## src/verilog/sto_pkg.sv

```systemverilog
// constants, types and register map of the safe-torque-off monitor
package sto_pkg;

	// ==========================================================
	// clock and timing
	localparam int CLK_HZ = 40_000_000;
	localparam int CLK_KHZ = CLK_HZ / 1000;
	localparam int DISCREPANCY_MS = 3000;
	localparam int DUAL_WINDOW_MS = 1000;
	localparam int RAMP_TICK_US = 1;
	localparam int RAMP_TICK_CYCLES = (RAMP_TICK_US * CLK_HZ + 999_999) / 1_000_000;
	localparam int CNT_W = 28;

	// ==========================================================
	// register byte offsets
	localparam logic [7:0] ADDR_SETPOINT = 8'h00;
	localparam logic [7:0] ADDR_COMMAND = 8'h04;
	localparam logic [7:0] ADDR_STATE = 8'h08;
	localparam logic [7:0] ADDR_IRQ_STATUS = 8'h0C;
	localparam logic [7:0] ADDR_IRQ_CLEAR = 8'h10;
	localparam logic [7:0] ADDR_IRQ_ENABLE = 8'h14;
	localparam logic [7:0] ADDR_RAMP_STEP = 8'h18;

	// ==========================================================
	// fields and reset values
	localparam int SPEED_W = 16;
	localparam int CMD_START_BIT = 0;
	localparam int CMD_STOP_BIT = 1;
	localparam int IRQ_W = 3;
	localparam int IRQ_TRIP_BIT = 0;
	localparam int IRQ_FAULT_BIT = 1;
	localparam int IRQ_STATUS_BIT = 2;
	localparam logic [SPEED_W-1:0] SETPOINT_RST = 16'h0000;
	localparam logic [SPEED_W-1:0] RAMP_STEP_RST = 16'h0001;
	localparam logic [IRQ_W-1:0] IRQ_ENABLE_RST = 3'h0;
	localparam logic [1:0] SYNC_RST = 2'h3;

	// ==========================================================
	// types
	typedef enum logic [2:0] {
		ST_IDLE = 3'b000,
		ST_RUN = 3'b001,
		ST_DECEL = 3'b010,
		ST_TRIP = 3'b011,
		ST_FAULT = 3'b100
	} drive_state_e;

	// state register layout, bit 0 upward: chan_a, chan_b, trip, fault, status, power_en
	typedef struct packed {
		logic power_en;
		logic status;
		logic fault;
		logic trip;
		logic chan_b;
		logic chan_a;
	} sto_flags_s;

endpackage

```

## src/verilog/sto_input_sync.sv

```systemverilog
// two-flop synchroniser for the two request pins
`timescale 1ns/1ps
`default_nettype none
module sto_input_sync
	import sto_pkg::*;
(
	input wire logic i_clk_sys,
	input wire logic i_reset_n,
	input wire logic [1:0] i_async,
	output logic [1:0] o_sync
);

	logic [1:0] meta_reg;
	logic [1:0] sync_reg;

	// ==========================================================
	// reset to "requests active" so a healthy power-up shows no trip
	always_ff @(posedge i_clk_sys)
	begin
		if (!i_reset_n)
		begin
			meta_reg <= SYNC_RST;
			sync_reg <= SYNC_RST;
		end
		else
		begin
			meta_reg <= i_async;
			sync_reg <= meta_reg;
		end
	end

	assign o_sync = sync_reg;

endmodule
`default_nettype wire

```

## src/verilog/sto_interval_timer.sv

```systemverilog
// saturating cycle counter with synchronous clear
`timescale 1ns/1ps
`default_nettype none
module sto_interval_timer
	import sto_pkg::*;
(
	input wire logic i_clk_sys,
	input wire logic i_reset_n,
	input wire logic i_clear,
	input wire logic i_run,
	output logic [CNT_W-1:0] o_count
);

	logic [CNT_W-1:0] count_reg;

	// ==========================================================
	// saturates so a stuck condition never wraps back to a small count
	always_ff @(posedge i_clk_sys)
	begin
		if (!i_reset_n || i_clear)
			count_reg <= '0;
		else if (i_run && count_reg != {CNT_W{1'b1}})
			count_reg <= count_reg + 1'b1;
	end

	assign o_count = count_reg;

endmodule
`default_nettype wire

```

## src/verilog/sto_monitor.sv

```systemverilog
// safe-torque-off monitor with drive sequencing and AHB-Lite registers
`timescale 1ns/1ps
`default_nettype none
// Behaviour
// - either request withdrawn: cut motor power at once and flag trip
// - power removal completes well within 10 ms of the withdrawal
// - single loss up to 1 s trips, status off, no fault
// - after brief loss, both active plus restart clears trip, resumes setpoint
// - single loss over 3 s latches fault; start refused, trip kept
// - fault keeps status off; only power cycle clears it
// - party withdraws both within 1 s; status output then turns on
// - both withdrawn: run commands ignored, trip and status kept
// - both restored after dual withdrawal: status off immediately
// - after restore trip stays until restart, then runs at setpoint
// - power-up with both active: no trip, status off
// - normal running follows setpoint with status off
// - ordinary stop ramps speed down under control, status off
// - status on only when both channels withdrawn and found healthy
module sto_monitor
	import sto_pkg::*;
#(
	parameter int unsigned DISCREPANCY_CYCLES = CLK_KHZ * DISCREPANCY_MS,
	parameter int unsigned DUAL_WINDOW_CYCLES = CLK_KHZ * DUAL_WINDOW_MS
)
(
	input wire logic i_clk_sys,
	input wire logic i_reset_n,
	input wire logic i_channel_a_request_input,
	input wire logic i_channel_b_request_input,
	input wire logic i_hsel,
	input wire logic [31:0] i_haddr,
	input wire logic [1:0] i_htrans,
	input wire logic i_hwrite,
	input wire logic [2:0] i_hsize,
	input wire logic [31:0] i_hwdata,
	input wire logic i_hready,
	output logic [31:0] o_hrdata,
	output logic o_hreadyout,
	output logic o_hresp,
	output logic o_sto_status_output,
	output logic o_motor_power_enable,
	output logic [SPEED_W-1:0] o_speed_command,
	output logic o_sto_trip,
	output logic o_fault_latched,
	output logic o_irq
);

	localparam logic [CNT_W-1:0] DISC_LIMIT = CNT_W'(DISCREPANCY_CYCLES);
	localparam logic [CNT_W-1:0] WINDOW_LIMIT = CNT_W'(DUAL_WINDOW_CYCLES);
	localparam logic [CNT_W-1:0] RAMP_LIMIT = CNT_W'(RAMP_TICK_CYCLES - 1);

	// ==========================================================
	// declarations
	logic [1:0] chan_sync;
	logic chan_a;
	logic chan_b;
	logic both_on;
	logic both_off;
	logic single_off;
	logic [CNT_W-1:0] disc_count;
	logic [CNT_W-1:0] ramp_count;
	logic ramp_tick;
	logic disc_expired;
	logic dual_entry;
	logic dual_ok_now;
	logic both_off_d_reg;
	logic dual_ok_reg;
	logic fault_reg;
	logic status_reg;
	logic trip_reg;
	logic trip_next;
	logic power_en_reg;
	drive_state_e state_reg;
	drive_state_e state_next;
	logic [SPEED_W-1:0] speed_reg;
	logic [SPEED_W-1:0] speed_next;
	logic [SPEED_W-1:0] setpoint_reg;
	logic [SPEED_W-1:0] ramp_step_reg;
	logic [IRQ_W-1:0] irq_status_reg;
	logic [IRQ_W-1:0] irq_enable_reg;
	logic [IRQ_W-1:0] irq_event;
	logic [IRQ_W-1:0] irq_clear;
	logic ahb_take;
	logic wr_pend_reg;
	logic [7:0] wr_addr_reg;
	logic [31:0] rdata_reg;
	logic wr_setpoint;
	logic wr_command;
	logic wr_irq_clear;
	logic wr_irq_enable;
	logic wr_ramp_step;
	logic cmd_start;
	logic cmd_stop;
	sto_flags_s flags;

	// ==========================================================
	// word offset of a bus address; bits outside the map give an unmapped hit
	function automatic logic [7:0] word_offset(input logic [31:0] addr);
		word_offset = (addr[31:8] == 24'h000000) ? {addr[7:2], 2'b00} : 8'hFF;
	endfunction

	// ==========================================================
	// request inputs
	sto_input_sync u_sync (
		.i_clk_sys(i_clk_sys),
		.i_reset_n(i_reset_n),
		.i_async({i_channel_b_request_input, i_channel_a_request_input}),
		.o_sync(chan_sync)
	);

	assign chan_a = chan_sync[0];
	assign chan_b = chan_sync[1];
	assign both_on = chan_a & chan_b;
	assign both_off = ~chan_a & ~chan_b;
	assign single_off = chan_a ^ chan_b;

	// ==========================================================
	// discrepancy timing from the first channel's withdrawal
	sto_interval_timer u_disc_timer (
		.i_clk_sys(i_clk_sys),
		.i_reset_n(i_reset_n),
		.i_clear(~single_off),
		.i_run(single_off),
		.o_count(disc_count)
	);

	// one limit sets the fault, longer than the brief-loss allowance
	assign disc_expired = single_off && (disc_count >= DISC_LIMIT);
	// count still holds the gap in the cycle both are first seen off
	assign dual_entry = both_off & ~both_off_d_reg;
	assign dual_ok_now = dual_entry ? (disc_count <= WINDOW_LIMIT) : dual_ok_reg;

	always_ff @(posedge i_clk_sys)
	begin
		if (!i_reset_n)
		begin
			both_off_d_reg <= 1'b0;
			dual_ok_reg <= 1'b0;
		end
		else
		begin
			both_off_d_reg <= both_off;
			dual_ok_reg <= both_off & dual_ok_now;
		end
	end

	// ==========================================================
	// fault latch: only reset, i.e. a power cycle, clears it
	always_ff @(posedge i_clk_sys)
	begin
		if (!i_reset_n)
			fault_reg <= 1'b0;
		else if (disc_expired)
			fault_reg <= 1'b1;
	end

	// ==========================================================
	// status output
	always_ff @(posedge i_clk_sys)
	begin
		if (!i_reset_n)
			status_reg <= 1'b0;
		else
			status_reg <= both_off & dual_ok_now & ~fault_reg & ~disc_expired;
	end

	// ==========================================================
	// drive sequencing
	always_comb
	begin
		state_next = state_reg;
		if (fault_reg || disc_expired)
			state_next = ST_FAULT;
		else if (!both_on)
			state_next = ST_TRIP;
		else
		begin
			unique case (state_reg)
				ST_IDLE:
					if (cmd_start && !cmd_stop)
						state_next = ST_RUN;
				ST_RUN:
					if (cmd_stop)
						state_next = ST_DECEL;
				ST_DECEL:
				begin
					if (cmd_start && !cmd_stop)
						state_next = ST_RUN;
					else if (speed_reg == '0)
						state_next = ST_IDLE;
				end
				ST_TRIP:
					if (cmd_start && !cmd_stop)
						state_next = ST_RUN;
				// covers the fault state and any illegal code
				default: state_next = ST_FAULT;
			endcase
		end
	end

	assign trip_next = (state_next == ST_TRIP) || (state_next == ST_FAULT);

	always_ff @(posedge i_clk_sys)
	begin
		if (!i_reset_n)
		begin
			state_reg <= ST_IDLE;
			trip_reg <= 1'b0;
		end
		else
		begin
			state_reg <= state_next;
			trip_reg <= trip_next;
		end
	end

	// ==========================================================
	// motor power and speed
	// power drops one edge after the synced pin, far inside the response limit
	always_ff @(posedge i_clk_sys)
	begin
		if (!i_reset_n)
			power_en_reg <= 1'b0;
		else
			power_en_reg <= (state_next == ST_RUN) || (state_next == ST_DECEL);
	end

	sto_interval_timer u_ramp_timer (
		.i_clk_sys(i_clk_sys),
		.i_reset_n(i_reset_n),
		.i_clear(ramp_tick),
		.i_run(1'b1),
		.o_count(ramp_count)
	);

	assign ramp_tick = (ramp_count >= RAMP_LIMIT);

	always_comb
	begin
		unique case (state_next)
			ST_RUN: speed_next = setpoint_reg;
			ST_DECEL:
			begin
				if (!ramp_tick)
					speed_next = speed_reg;
				else if (speed_reg > ramp_step_reg)
					speed_next = speed_reg - ramp_step_reg;
				else
					speed_next = '0;
			end
			default: speed_next = '0;
		endcase
	end

	always_ff @(posedge i_clk_sys)
	begin
		if (!i_reset_n)
			speed_reg <= '0;
		else
			speed_reg <= speed_next;
	end

	// ==========================================================
	// AHB-Lite slave, zero wait states, always OKAY
	assign ahb_take = i_hsel & i_htrans[1] & i_hready;

	always_ff @(posedge i_clk_sys)
	begin
		if (!i_reset_n)
		begin
			wr_pend_reg <= 1'b0;
			wr_addr_reg <= 8'hFF;
		end
		else
		begin
			wr_pend_reg <= ahb_take & i_hwrite & (i_hsize == 3'b010);
			wr_addr_reg <= word_offset(i_haddr);
		end
	end

	assign wr_setpoint = wr_pend_reg && (wr_addr_reg == ADDR_SETPOINT);
	assign wr_command = wr_pend_reg && (wr_addr_reg == ADDR_COMMAND);
	assign wr_irq_clear = wr_pend_reg && (wr_addr_reg == ADDR_IRQ_CLEAR);
	assign wr_irq_enable = wr_pend_reg && (wr_addr_reg == ADDR_IRQ_ENABLE);
	assign wr_ramp_step = wr_pend_reg && (wr_addr_reg == ADDR_RAMP_STEP);
	// a start and stop written together act as stop
	assign cmd_start = wr_command & i_hwdata[CMD_START_BIT];
	assign cmd_stop = wr_command & i_hwdata[CMD_STOP_BIT];

	always_ff @(posedge i_clk_sys)
	begin
		if (!i_reset_n)
		begin
			setpoint_reg <= SETPOINT_RST;
			ramp_step_reg <= RAMP_STEP_RST;
			irq_enable_reg <= IRQ_ENABLE_RST;
		end
		else
		begin
			if (wr_setpoint)
				setpoint_reg <= i_hwdata[SPEED_W-1:0];
			if (wr_ramp_step)
				ramp_step_reg <= i_hwdata[SPEED_W-1:0];
			if (wr_irq_enable)
				irq_enable_reg <= i_hwdata[IRQ_W-1:0];
		end
	end

	assign flags = {power_en_reg, status_reg, fault_reg, trip_reg, chan_b, chan_a};

	// read data sampled at the address phase, shown in the data phase
	always_ff @(posedge i_clk_sys)
	begin
		if (!i_reset_n)
			rdata_reg <= 32'h00000000;
		else if (ahb_take && !i_hwrite)
		begin
			unique case (word_offset(i_haddr))
				ADDR_SETPOINT: rdata_reg <= {16'h0000, setpoint_reg};
				ADDR_STATE: rdata_reg <= {speed_reg, 5'h00, state_reg, 2'b00, flags};
				ADDR_IRQ_STATUS: rdata_reg <= {29'h00000000, irq_status_reg};
				ADDR_IRQ_ENABLE: rdata_reg <= {29'h00000000, irq_enable_reg};
				ADDR_RAMP_STEP: rdata_reg <= {16'h0000, ramp_step_reg};
				default: rdata_reg <= 32'h00000000;
			endcase
		end
	end

	assign o_hrdata = rdata_reg;
	assign o_hreadyout = 1'b1;
	assign o_hresp = 1'b0;

	// ==========================================================
	// interrupts: a new event wins over a clear in the same cycle
	assign irq_event[IRQ_TRIP_BIT] = trip_next & ~trip_reg;
	assign irq_event[IRQ_FAULT_BIT] = disc_expired & ~fault_reg;
	assign irq_event[IRQ_STATUS_BIT] = both_off & dual_ok_now & ~fault_reg & ~disc_expired & ~status_reg;
	assign irq_clear = wr_irq_clear ? i_hwdata[IRQ_W-1:0] : '0;

	always_ff @(posedge i_clk_sys)
	begin
		if (!i_reset_n)
			irq_status_reg <= '0;
		else
			irq_status_reg <= (irq_status_reg & ~irq_clear) | irq_event;
	end

	assign o_irq = |(irq_status_reg & irq_enable_reg);

	// ==========================================================
	// outputs
	assign o_sto_status_output = status_reg;
	assign o_motor_power_enable = power_en_reg;
	assign o_speed_command = speed_reg;
	assign o_sto_trip = trip_reg;
	assign o_fault_latched = fault_reg;

endmodule
`default_nettype wire

```

## config.mk

```make
export PLATFORM = sky130hd
export DESIGN_NAME = sto_monitor
export DESIGN_NICKNAME = d
export VERILOG_FILES = /design/src/verilog/sto_pkg.sv /design/src/verilog/sto_input_sync.sv /design/src/verilog/sto_interval_timer.sv /design/src/verilog/sto_monitor.sv
export SDC_FILE = /design/constraint.sdc
export NUM_CORES = 1
export LEC_CHECK = 0
export BUFFER_PORTS_ARGS = -buffer_cell sky130_fd_sc_hd__buf_4
export CAP_MARGIN = 20
export CORE_MARGIN = 2
export CORE_UTILIZATION = 40
export DETAILED_ROUTE_END_ITERATION = 8
export PLACE_DENSITY = 0.72
export REMOVE_ABC_BUFFERS = 1
export SYNTH_ARGS = -nofsm -noshare
export SYNTH_HDL_FRONTEND = slang
export SYNTH_SLANG_ARGS = --single-unit
```

## constraint.sdc

```tcl
create_clock -name i_clk_sys -period 2.8 [get_ports i_clk_sys]
set_clock_uncertainty 0.15 [all_clocks]
set_input_delay 0.42 -clock i_clk_sys [delete_from_list [all_inputs] [get_ports i_clk_sys]]
set_output_delay 0.42 -clock i_clk_sys [all_outputs]
set_load 0.02 [all_outputs]
```

# Yosys cells after proc, flatten, opt, wreduce, memory -nomap -nowiden
# Index checks and enable logic that the tools add are counted.
# op_classes
n_mux	14
eq_ne	19
add_sub_neg	3
bitwise	28
n_reduce_logical	24
n_lt_le_gt_ge	4
# ops
op	n
32-bit case mux with 5 select lines	1
28-bit by 1-bit adder with 28-bit output (second input constant)	2
28-bit != test (second input constant)	2
8-bit by 5-bit == test with 1-bit output (second input constant)	5
16-bit 2-to-1 mux	2
16-bit case mux with 2 select lines	1
28-bit by 27-bit >= comparator with 1-bit output (second input constant)	1
28-bit by 6-bit >= comparator with 1-bit output (second input constant)	1
28-bit by 26-bit less-or-equal comparator with 1-bit output (second input constant)	1
24-bit logical NOT	1
3-bit 2-to-1 mux	7
8-bit by 4-bit == test with 1-bit output (second input constant)	2
16-bit > comparator	1
16-bit logical NOT	1
8-bit logical NOT	2
16-bit subtractor	1
1-bit bitwise AND	15
3-bit by 2-bit == test with 1-bit output (second input constant)	5
1-bit logical AND	9
3-bit case mux with 3 select lines	1
8-bit by 3-bit == test with 1-bit output (second input constant)	1
8-bit 2-to-1 mux	1
1-bit NOT	8
3-bit bitwise AND	2
other kinds (12)	19
# totals
reg_bits	164
word_cells	111
out_inout_bits	55

# Depth between registers and ports, before layout
# Gate-level depths: netlist of the first run.
# depth
word_depth	13
depth_mapped	12
depth_no_buf	11

# Modules after synthesis
# A second synthesis of the first run with hierarchy kept.
# hier_totals
hier_cells	1033
area_unflattened_um2	8713.4
# modules_own_cells
mod	cells_per_inst	area_per_inst_um2	n_inst
sto_monitor	639	5442.7	1
sto_interval_timer	193	1582.8	2
sto_input_sync	8	105.1	1

# Least setup slack after synthesis of the first run
# No wires, ideal clock.
# synth_path
path_kind	register to register
start	reg speed_reg[0] (netlist: o_speed_command[0])
end	reg speed_reg[11] (netlist: o_speed_command[11])
t_required_ps	2528
arrival_time_ps	2528
n_path_buf	1
slack_ps	0
stages_incl_launch_ff	13
path_cell_list	dfxtp_1 -> inv_1 -> ha_1 -> inv_1 -> fa_1 -> nand3_1 -> a21oi_1 -> or3_1 -> a221oi_1 -> nor4b_4 -> buf_6 -> a22oi_1 -> a21oi_1
# synth_via
elab_chain_len	8
# synth_lines
item	line	text
from (decl)	sto_monitor.sv:75	logic [SPEED_W-1:0] speed_reg;
from (signal assigned)	sto_monitor.sv:260	speed_reg <= speed_next;
16-bit logical NOT	sto_monitor.sv:189	else if (speed_reg == '0)
3-bit 2-to-1 mux	sto_monitor.sv:189	
3-bit 2-to-1 mux	sto_monitor.sv:187	if (cmd_start && !cmd_stop)
3-bit case mux with 3 select lines	sto_monitor.sv:178	unique case (state_reg)
3-bit 2-to-1 mux	sto_monitor.sv:174	else if (!both_on)
3-bit 2-to-1 mux	sto_monitor.sv:172	if (fault_reg || disc_expired)
3-bit by 2-bit == test with 1-bit output or 3-bit by 1-bit == test with 1-bit output (tied branches)	sto_monitor.sv:240	unique case (state_next)
16-bit case mux with 2 select lines or 2-bit by 1-bit != test with 1-bit output (tied branches)	n/a	
# Several ways; a longest one is shown, not always the timed one. The select of a mux whose other input is x is not followed.
# A chain may end at the register's enable or synchronous reset.

# Worst setup path in the final report of the first run
# layout_path
start	reg speed_reg[0] (netlist: o_speed_command[0])
end	reg speed_reg[13] (netlist: o_speed_command[13])
# Same word-level chain as after synthesis.

==> results.ini, run 1 <==
[sta]
setup_viol=0
final.setup.tns_ns=0
max_freq_mhz=367
tightest_slew_ns=0.705
rsz0062_at_grt=true
hold_violations=0
fin_ws_ns=0.0776
hold_ws_ns=0.0229
slew_violations=0
relSlewSlack_pct=53.0
fin_crit_sh_pct=97.2
finalCriticalPeriod_ns=2.72

[setup_path]
required_ns=2.94
crit_arrival_ns=2.86
crit_fanout=5
cp-start-kind=register
crit_type=reg -> reg
critPathCaptureType=register

[logic_synthesis]
yosysMostFrequentCell=dfxtp_1
synth-main-ff-cell=dfxtp_1
synth_edf_count=0
synthTopCellsByArea=dfxtp_1 44%, nor2_1 5.2%, a22oi_1 4.4%
yosys_warnings=0
synth_top_area_cell=dfxtp_1
ys_seq_area_share_pct=43.8
synth_area_per_cell_sq_um=8.72
ys_types=70
syn_inst=853
synth_top_area_share_pct=43.8
synthArstFlopShare_pct=0
ys_ff_latch=163
syn_area_sq_um=7440
yosys-top-cells-count=163 x dfxtp_1, 103 x nor2_1, 88 x nand2_1, 49 x a21oi_1, 44 x a22oi_1

[pwr]
pwr-share-comb_pct=13.1
swShare_pct=26.0
power_density_nw_per_um2=559
peakVddDrop_mv=0.395
p_switching_w=0.00143
p_int_w=0.00406
power_frac_seq_pct=44.0
p_clk_share_pct=42.9
leakage_nw=4.09

[routing]
vias_per_cell=5.41
drt-initial-drc-count=633
dr_total_vias=6979
routedWlPerCell_um=16.1
postRouteAntennaNets=0
dr.pass1.iters=5
drc_errors=0
routed_wl_mm=20.7

[final_layout]
fillers=1634
diodes=0
largest_reg_flops=32
final_nets=1147
drive_above_1_share_pct=25.3
regArea_sq_um=3270
multi_input_area_sq_um=4080
areaGrowthSynthToFinish_pct=32.0

[floorplanning]
coreArea_sq_um=18100
start_util_pct=41.1
die_h_um=140
die-area_sq_um=19700
core.rowCount=49
fp.dieW_um=140
io_pins=131

[cts]
cts_max_level=4
numCtsBuffers=17
clock_path_buffers=2
hold_buffers=0
clk_pin_slew_ns=0.07
cts_tree=yes
root_buffer=clkbuf_16
clock_latency_ns=0.44
cts_sinks=163

[run_status]
status=complete, no violations

[placed_design]
dp_slack_ns=-0.358
dp_hpwl_mm=14.8
io_buffers=109
gp_congestion=0.897

[grt]
grt-ovfl-total=0
grt_max_degree=66
grt_usage_pct=21.1
antenna_found_initial=0
grt_pass1_wl_mm=33.2
grt_pass1_vias=6503

[worst_hold_path]
hold_path.class=in -> reg

[run]
drv_cap=0

path summary, 6_finish.rpt:
kind | slack, ns | to | cells after the start | from
worst max-delay path | 0.08 | o_speed_command[13] | 13 | o_speed_command[0]
worst min-delay path | 0.02 | wr_addr_reg[6] | 2 | i_haddr[6]
worst max register to register | 0.08 | o_speed_command[13] | 13 | o_speed_command[0]
worst min register to register | 0.26 | u_sync.o_sync[0] | 1 | u_sync.meta_reg[0]
cell type report:
| type | instances | share of cell area, % |
|---|---|---|
| flip-flops and latches | 163 | 33.2 |
| clock inverters | 14 | 1.59 |
| repair buffers | 193 | 15.0 |
| multi-input cells | 640 | 41.5 |
| inverters | 34 | 1.30 |
| clock buffers | 18 | 4.47 |
| well taps | 229 | 2.92 |
layer usage:
| layer | vias to the layer above | routed length (um) | GRT usage [%] |
|---|---|---|---|
| met5 | - | 0 | 0 |
| met1 | 3300 | 9880 | 29.6 |
| met3 | 26 | 1180 | 4.41 |
| met4 | 0 | 362 | 7.07 |
| met2 | 222 | 9320 | 32.4 |
| li1 | 3431 | - | - |
power groups by stage:
stage          Clock, W  Sequential (W)  Combinational [W]
2_1_floorplan         0         0.00247           0.000336
3_5_place_dp          0         0.00246           0.000631
5_1_grt         0.00249         0.00242           0.000777
4_1_cts         0.00238         0.00241           0.000654
6_report        0.00235         0.00241           0.000720
3_3_place_gp          0         0.00252            0.00210
what timing repair did:
action / CTS / global route
buffers inserted: 2 / 3
pin swaps: 0 / 11
gates resized for setup: 5 / 24
endpoints found under the setup margin: 16 / 16
cell usage in the layout (no fill, tap or decap), types with 12 or more instances in the layout:
| cell type | count |
|---|---|
| ha_1 | 19 |
| nand2b_1 | 17 |
| nand2_1 | 88 |
| xor2_1 | 28 |
| a21oi_1 | 46 |
| nor2_1 | 103 |
| conb_1 | 24 |
| xnor2_1 | 12 |
| a22oi_1 | 41 |
| inv_1 | 30 |
| buf_4 | 190 |
| mux2i_1 | 22 |
| nand4_1 | 27 |
| clkbuf_16 | 17 |
| nand3_1 | 23 |
| dfxtp_1 | 161 |
| nor4_1 | 22 |
| o21ai_0 | 35 |
metrics by stage:
stage / instances / util, % / cell area [sq um] / total power [W]
floorplan: 837 / - / 7360 / 0.00281
global placement: 1254 / 50.2 / 9080 / 0.00462
detailed placement: 1254 / 50.2 / 9080 / 0.00310
CTS: 1288 / 53.7 / 9710 / 0.00544
global route: 1291 / 54.3 / 9820 / 0.00568
finish: 1291 / 54.3 / 9820 / 0.00549
cells by family after synthesis:
logic type,count (synthesis),synth area share (%)
buf+inv,72,3.92
mux,27,3.72
flops,163,43.8
other cells,2,0.101
fa+ha+maj,22,3.80
compound gates,187,17.2
xor+xnor,40,4.71
simple gates,340,22.7
critical path, stage by stage (launching register included):
cell	delay [ns]
dfxtp_2	0.32
inv_2	0.06
ha_4	0.12
inv_2	0.03
fa_2	0.36
nand3_2	0.08
a21oi_2	0.07
or3_4	0.40
buf_4	0.15
a221oi_4	0.31
nor4b_4	0.10
buf_4	0.17
a32oi_1	0.17
a211oi_1	0.09
(Power assumes the default switching activity.)
==> run 2: changes to the inputs <==
--- a/config.mk
+++ b/config.mk
@@ -8,9 +8,9 @@
 export BUFFER_PORTS_ARGS = -buffer_cell sky130_fd_sc_hd__buf_4
 export CAP_MARGIN = 20
 export CORE_MARGIN = 2
-export CORE_UTILIZATION = 40
+export CORE_UTILIZATION = 30
 export DETAILED_ROUTE_END_ITERATION = 8
-export PLACE_DENSITY = 0.72
+export PLACE_DENSITY = 0.59
 export REMOVE_ABC_BUFFERS = 1
 export SYNTH_ARGS = -nofsm -noshare
 export SYNTH_HDL_FRONTEND = slang
==> run 2 against run 1 <==
  * Critical path depth fell by 4
  * Worst setup slack better by 0.010 ns
  * First-iteration DRC count shrank 21%
  * Clock power fell by 4%
  * Global-route usage is 4.8 points lower
  * Combinational power decreased by 2.9%
  * Die area is 32% higher
  * Sequential power is essentially flat
  * Flip-flop and latch count did not move
  * Fmax grew 0.37%
  * Count of clock-buffer cells in the layout decreased by 1
  * Critical path type unchanged
  * Largest power group unchanged
  * Highest routed layer unchanged
==> results.ini, run 2 (synthesis results as in run 1) <==
[run]
drv_cap=0

[placed_design]
io_buffers=109
dp_hpwl_mm=15.6
dp_slack_ns=-0.337
gp_congestion=0.860
place_inst=1338

[routing]
routed_wl_mm=21.1
vias_per_cell=4.97
drt-initial-drc-count=497
routedWlPerCell_um=15.3
postRouteAntennaNets=0
dr_total_vias=6817
drc_errors=0
dr.pass1.iters=5

[sta]
slew_violations=0
max_freq_mhz=369
hold_ws_ns=0.0255
tightest_slew_ns=0.723
fin_ws_ns=0.0876
rsz0062_at_grt=true
hold_violations=0
finalCriticalPeriod_ns=2.71
final.setup.tns_ns=0
fin_crit_sh_pct=96.9
setup_viol=0
relSlewSlack_pct=51.4

[setup_path]
cp_num_buf_inv=3
crit_chain=or4b_4 -> buf_4 -> or4_4 -> a22oi_2 -> nor4b_4 -> buf_4 -> buf_4 -> a22oi_2 -> a21oi_1
endpoint=o_speed_command[8]
critPathMaxStageDelay_ns=0.56
rr_endpoint=o_speed_command[8]
required_ns=2.97
cp-start-kind=register
crit_slowest_cell=or4b_4
crit_cells=9
cp_top_family=simple AND/OR/NAND/NOR gates
rrSetupSlack_ns=0.09
crit_arrival_ns=2.89
crit_top_cell=buf_4
cp-startpoint=wr_addr_reg[5]
rr_startpoint=wr_addr_reg[5]
r2r_cells=9
critPathCaptureType=register
crit_fanout=6
crit_type=reg -> reg

[run_status]
status=complete, no violations

[pwr]
p_switching_w=0.00148
power_density_nw_per_um2=545
power_frac_seq_pct=45.1
fin_total_pwr_w=0.00536
swShare_pct=27.6
p_clk_share_pct=41.9
peakVddDrop_mv=0.444
leakage_nw=4.02
pwr-share-comb_pct=13.0
p_int_w=0.00388

[cts]
clk_pin_slew_ns=0.07
clock_path_buffers=2
root_buffer=clkbuf_16
clock_latency_ns=0.43
numCtsBuffers=17
cts_tree=yes
cts_max_level=4
cts_sinks=163

[final_layout]
final_nets=1134
largest_reg_flops=32
layout_common_cells=178 x buf_4, 159 x dfxtp_1, 103 x nor2_1
final_common_cell=buf_4
diodes=0
areaGrowthSynthToFinish_pct=32.1
drive_above_1_share_pct=24.6
stdcell_count=1373

[grt]
grt_usage_pct=16.3
grt_pass1_vias=6475
grt_pass1_wl_mm=33.6
antenna_found_initial=0
grt-ovfl-total=0
grt_max_degree=66

[floorplanning]
die-area_sq_um=26100
coreArea_sq_um=24300
core.rowCount=57
fp.dieW_um=162
io_pins=131
die_h_um=162
start_util_pct=30.6

[worst_hold_path]
hold_path.class=in -> reg

-- run 2: through the flow --
step / cell area (sq um) / utilization [%]
after global routing: 9830 / 40.4
final: 9830 / 40.4
after CTS: 9730 / 40.0
after global placement: 9130 / 37.5
after detailed placement: 9130 / 37.5
after floorplan: 7360 / -
-- run 2: timing repair --
action / in CTS / in global routing
hold buffers: 0 / 0
gates resized for setup: 6 / 24
buffers inserted: 3 / 0
endpoints found under the hold margin: 0 / 0
endpoints found under the setup margin: 17 / 17
pin swaps: 1 / 9
-- run 2: how the worst min path moves through the flow --
| stage | slack [ns] | endpoint | cells after the start | start |
|---|---|---|---|---|
| 2_1_floorplan | 0.24 | u_sync.o_sync[0] | 1 | u_sync.meta_reg[0] |
| 4_1_cts | 0.01 | wr_addr_reg[5] | 2 | i_haddr[5] |
| 5_1_grt | 0.02 | wr_addr_reg[5] | 2 | i_haddr[5] |
| 3_3_place_gp | 0.25 | u_sync.o_sync[0] | 1 | u_sync.meta_reg[0] |
| 3_5_place_dp | 0.24 | u_sync.o_sync[0] | 1 | u_sync.meta_reg[0] |
| 6_report | 0.03 | wr_addr_reg[5] | 2 | i_haddr[5] |
-- run 2: area by class of cell --
class                           count  area (sq um)
Fill cell                        2416         14500
Clock inverter                     15           139
Multi-Input combinational cell    640          4090
Sequential cell                   163          3270
Timing Repair Buffer              180          1380
Inverter                           34           128
Clock buffer                       17           425
Tap cell                          324           405
-- run 2: routing by layer --
metal | wire length [um] | part of all wire, % | GRT usage (%) | up-vias
met1 | 10200 | 48 | 22.7 | 3210
met4 | 263 | 1.2 | 5.07 | 0
met5 | 0 | 0 | 0 | -
met3 | 1140 | 5.4 | 3.00 | 21
li1 | - | - | - | 3395
met2 | 9480 | 45 | 25.8 | 191
-- run 2: power by group through the flow --
stage               clock network (W)  registers [W]  logic [W]
floorplan                           0        0.00247   0.000336
global placement                    0        0.00247   0.000638
detailed placement                  0        0.00247   0.000641
CTS                           0.00230        0.00242   0.000663
global route                  0.00239        0.00242   0.000763
finish                        0.00225        0.00242   0.000699
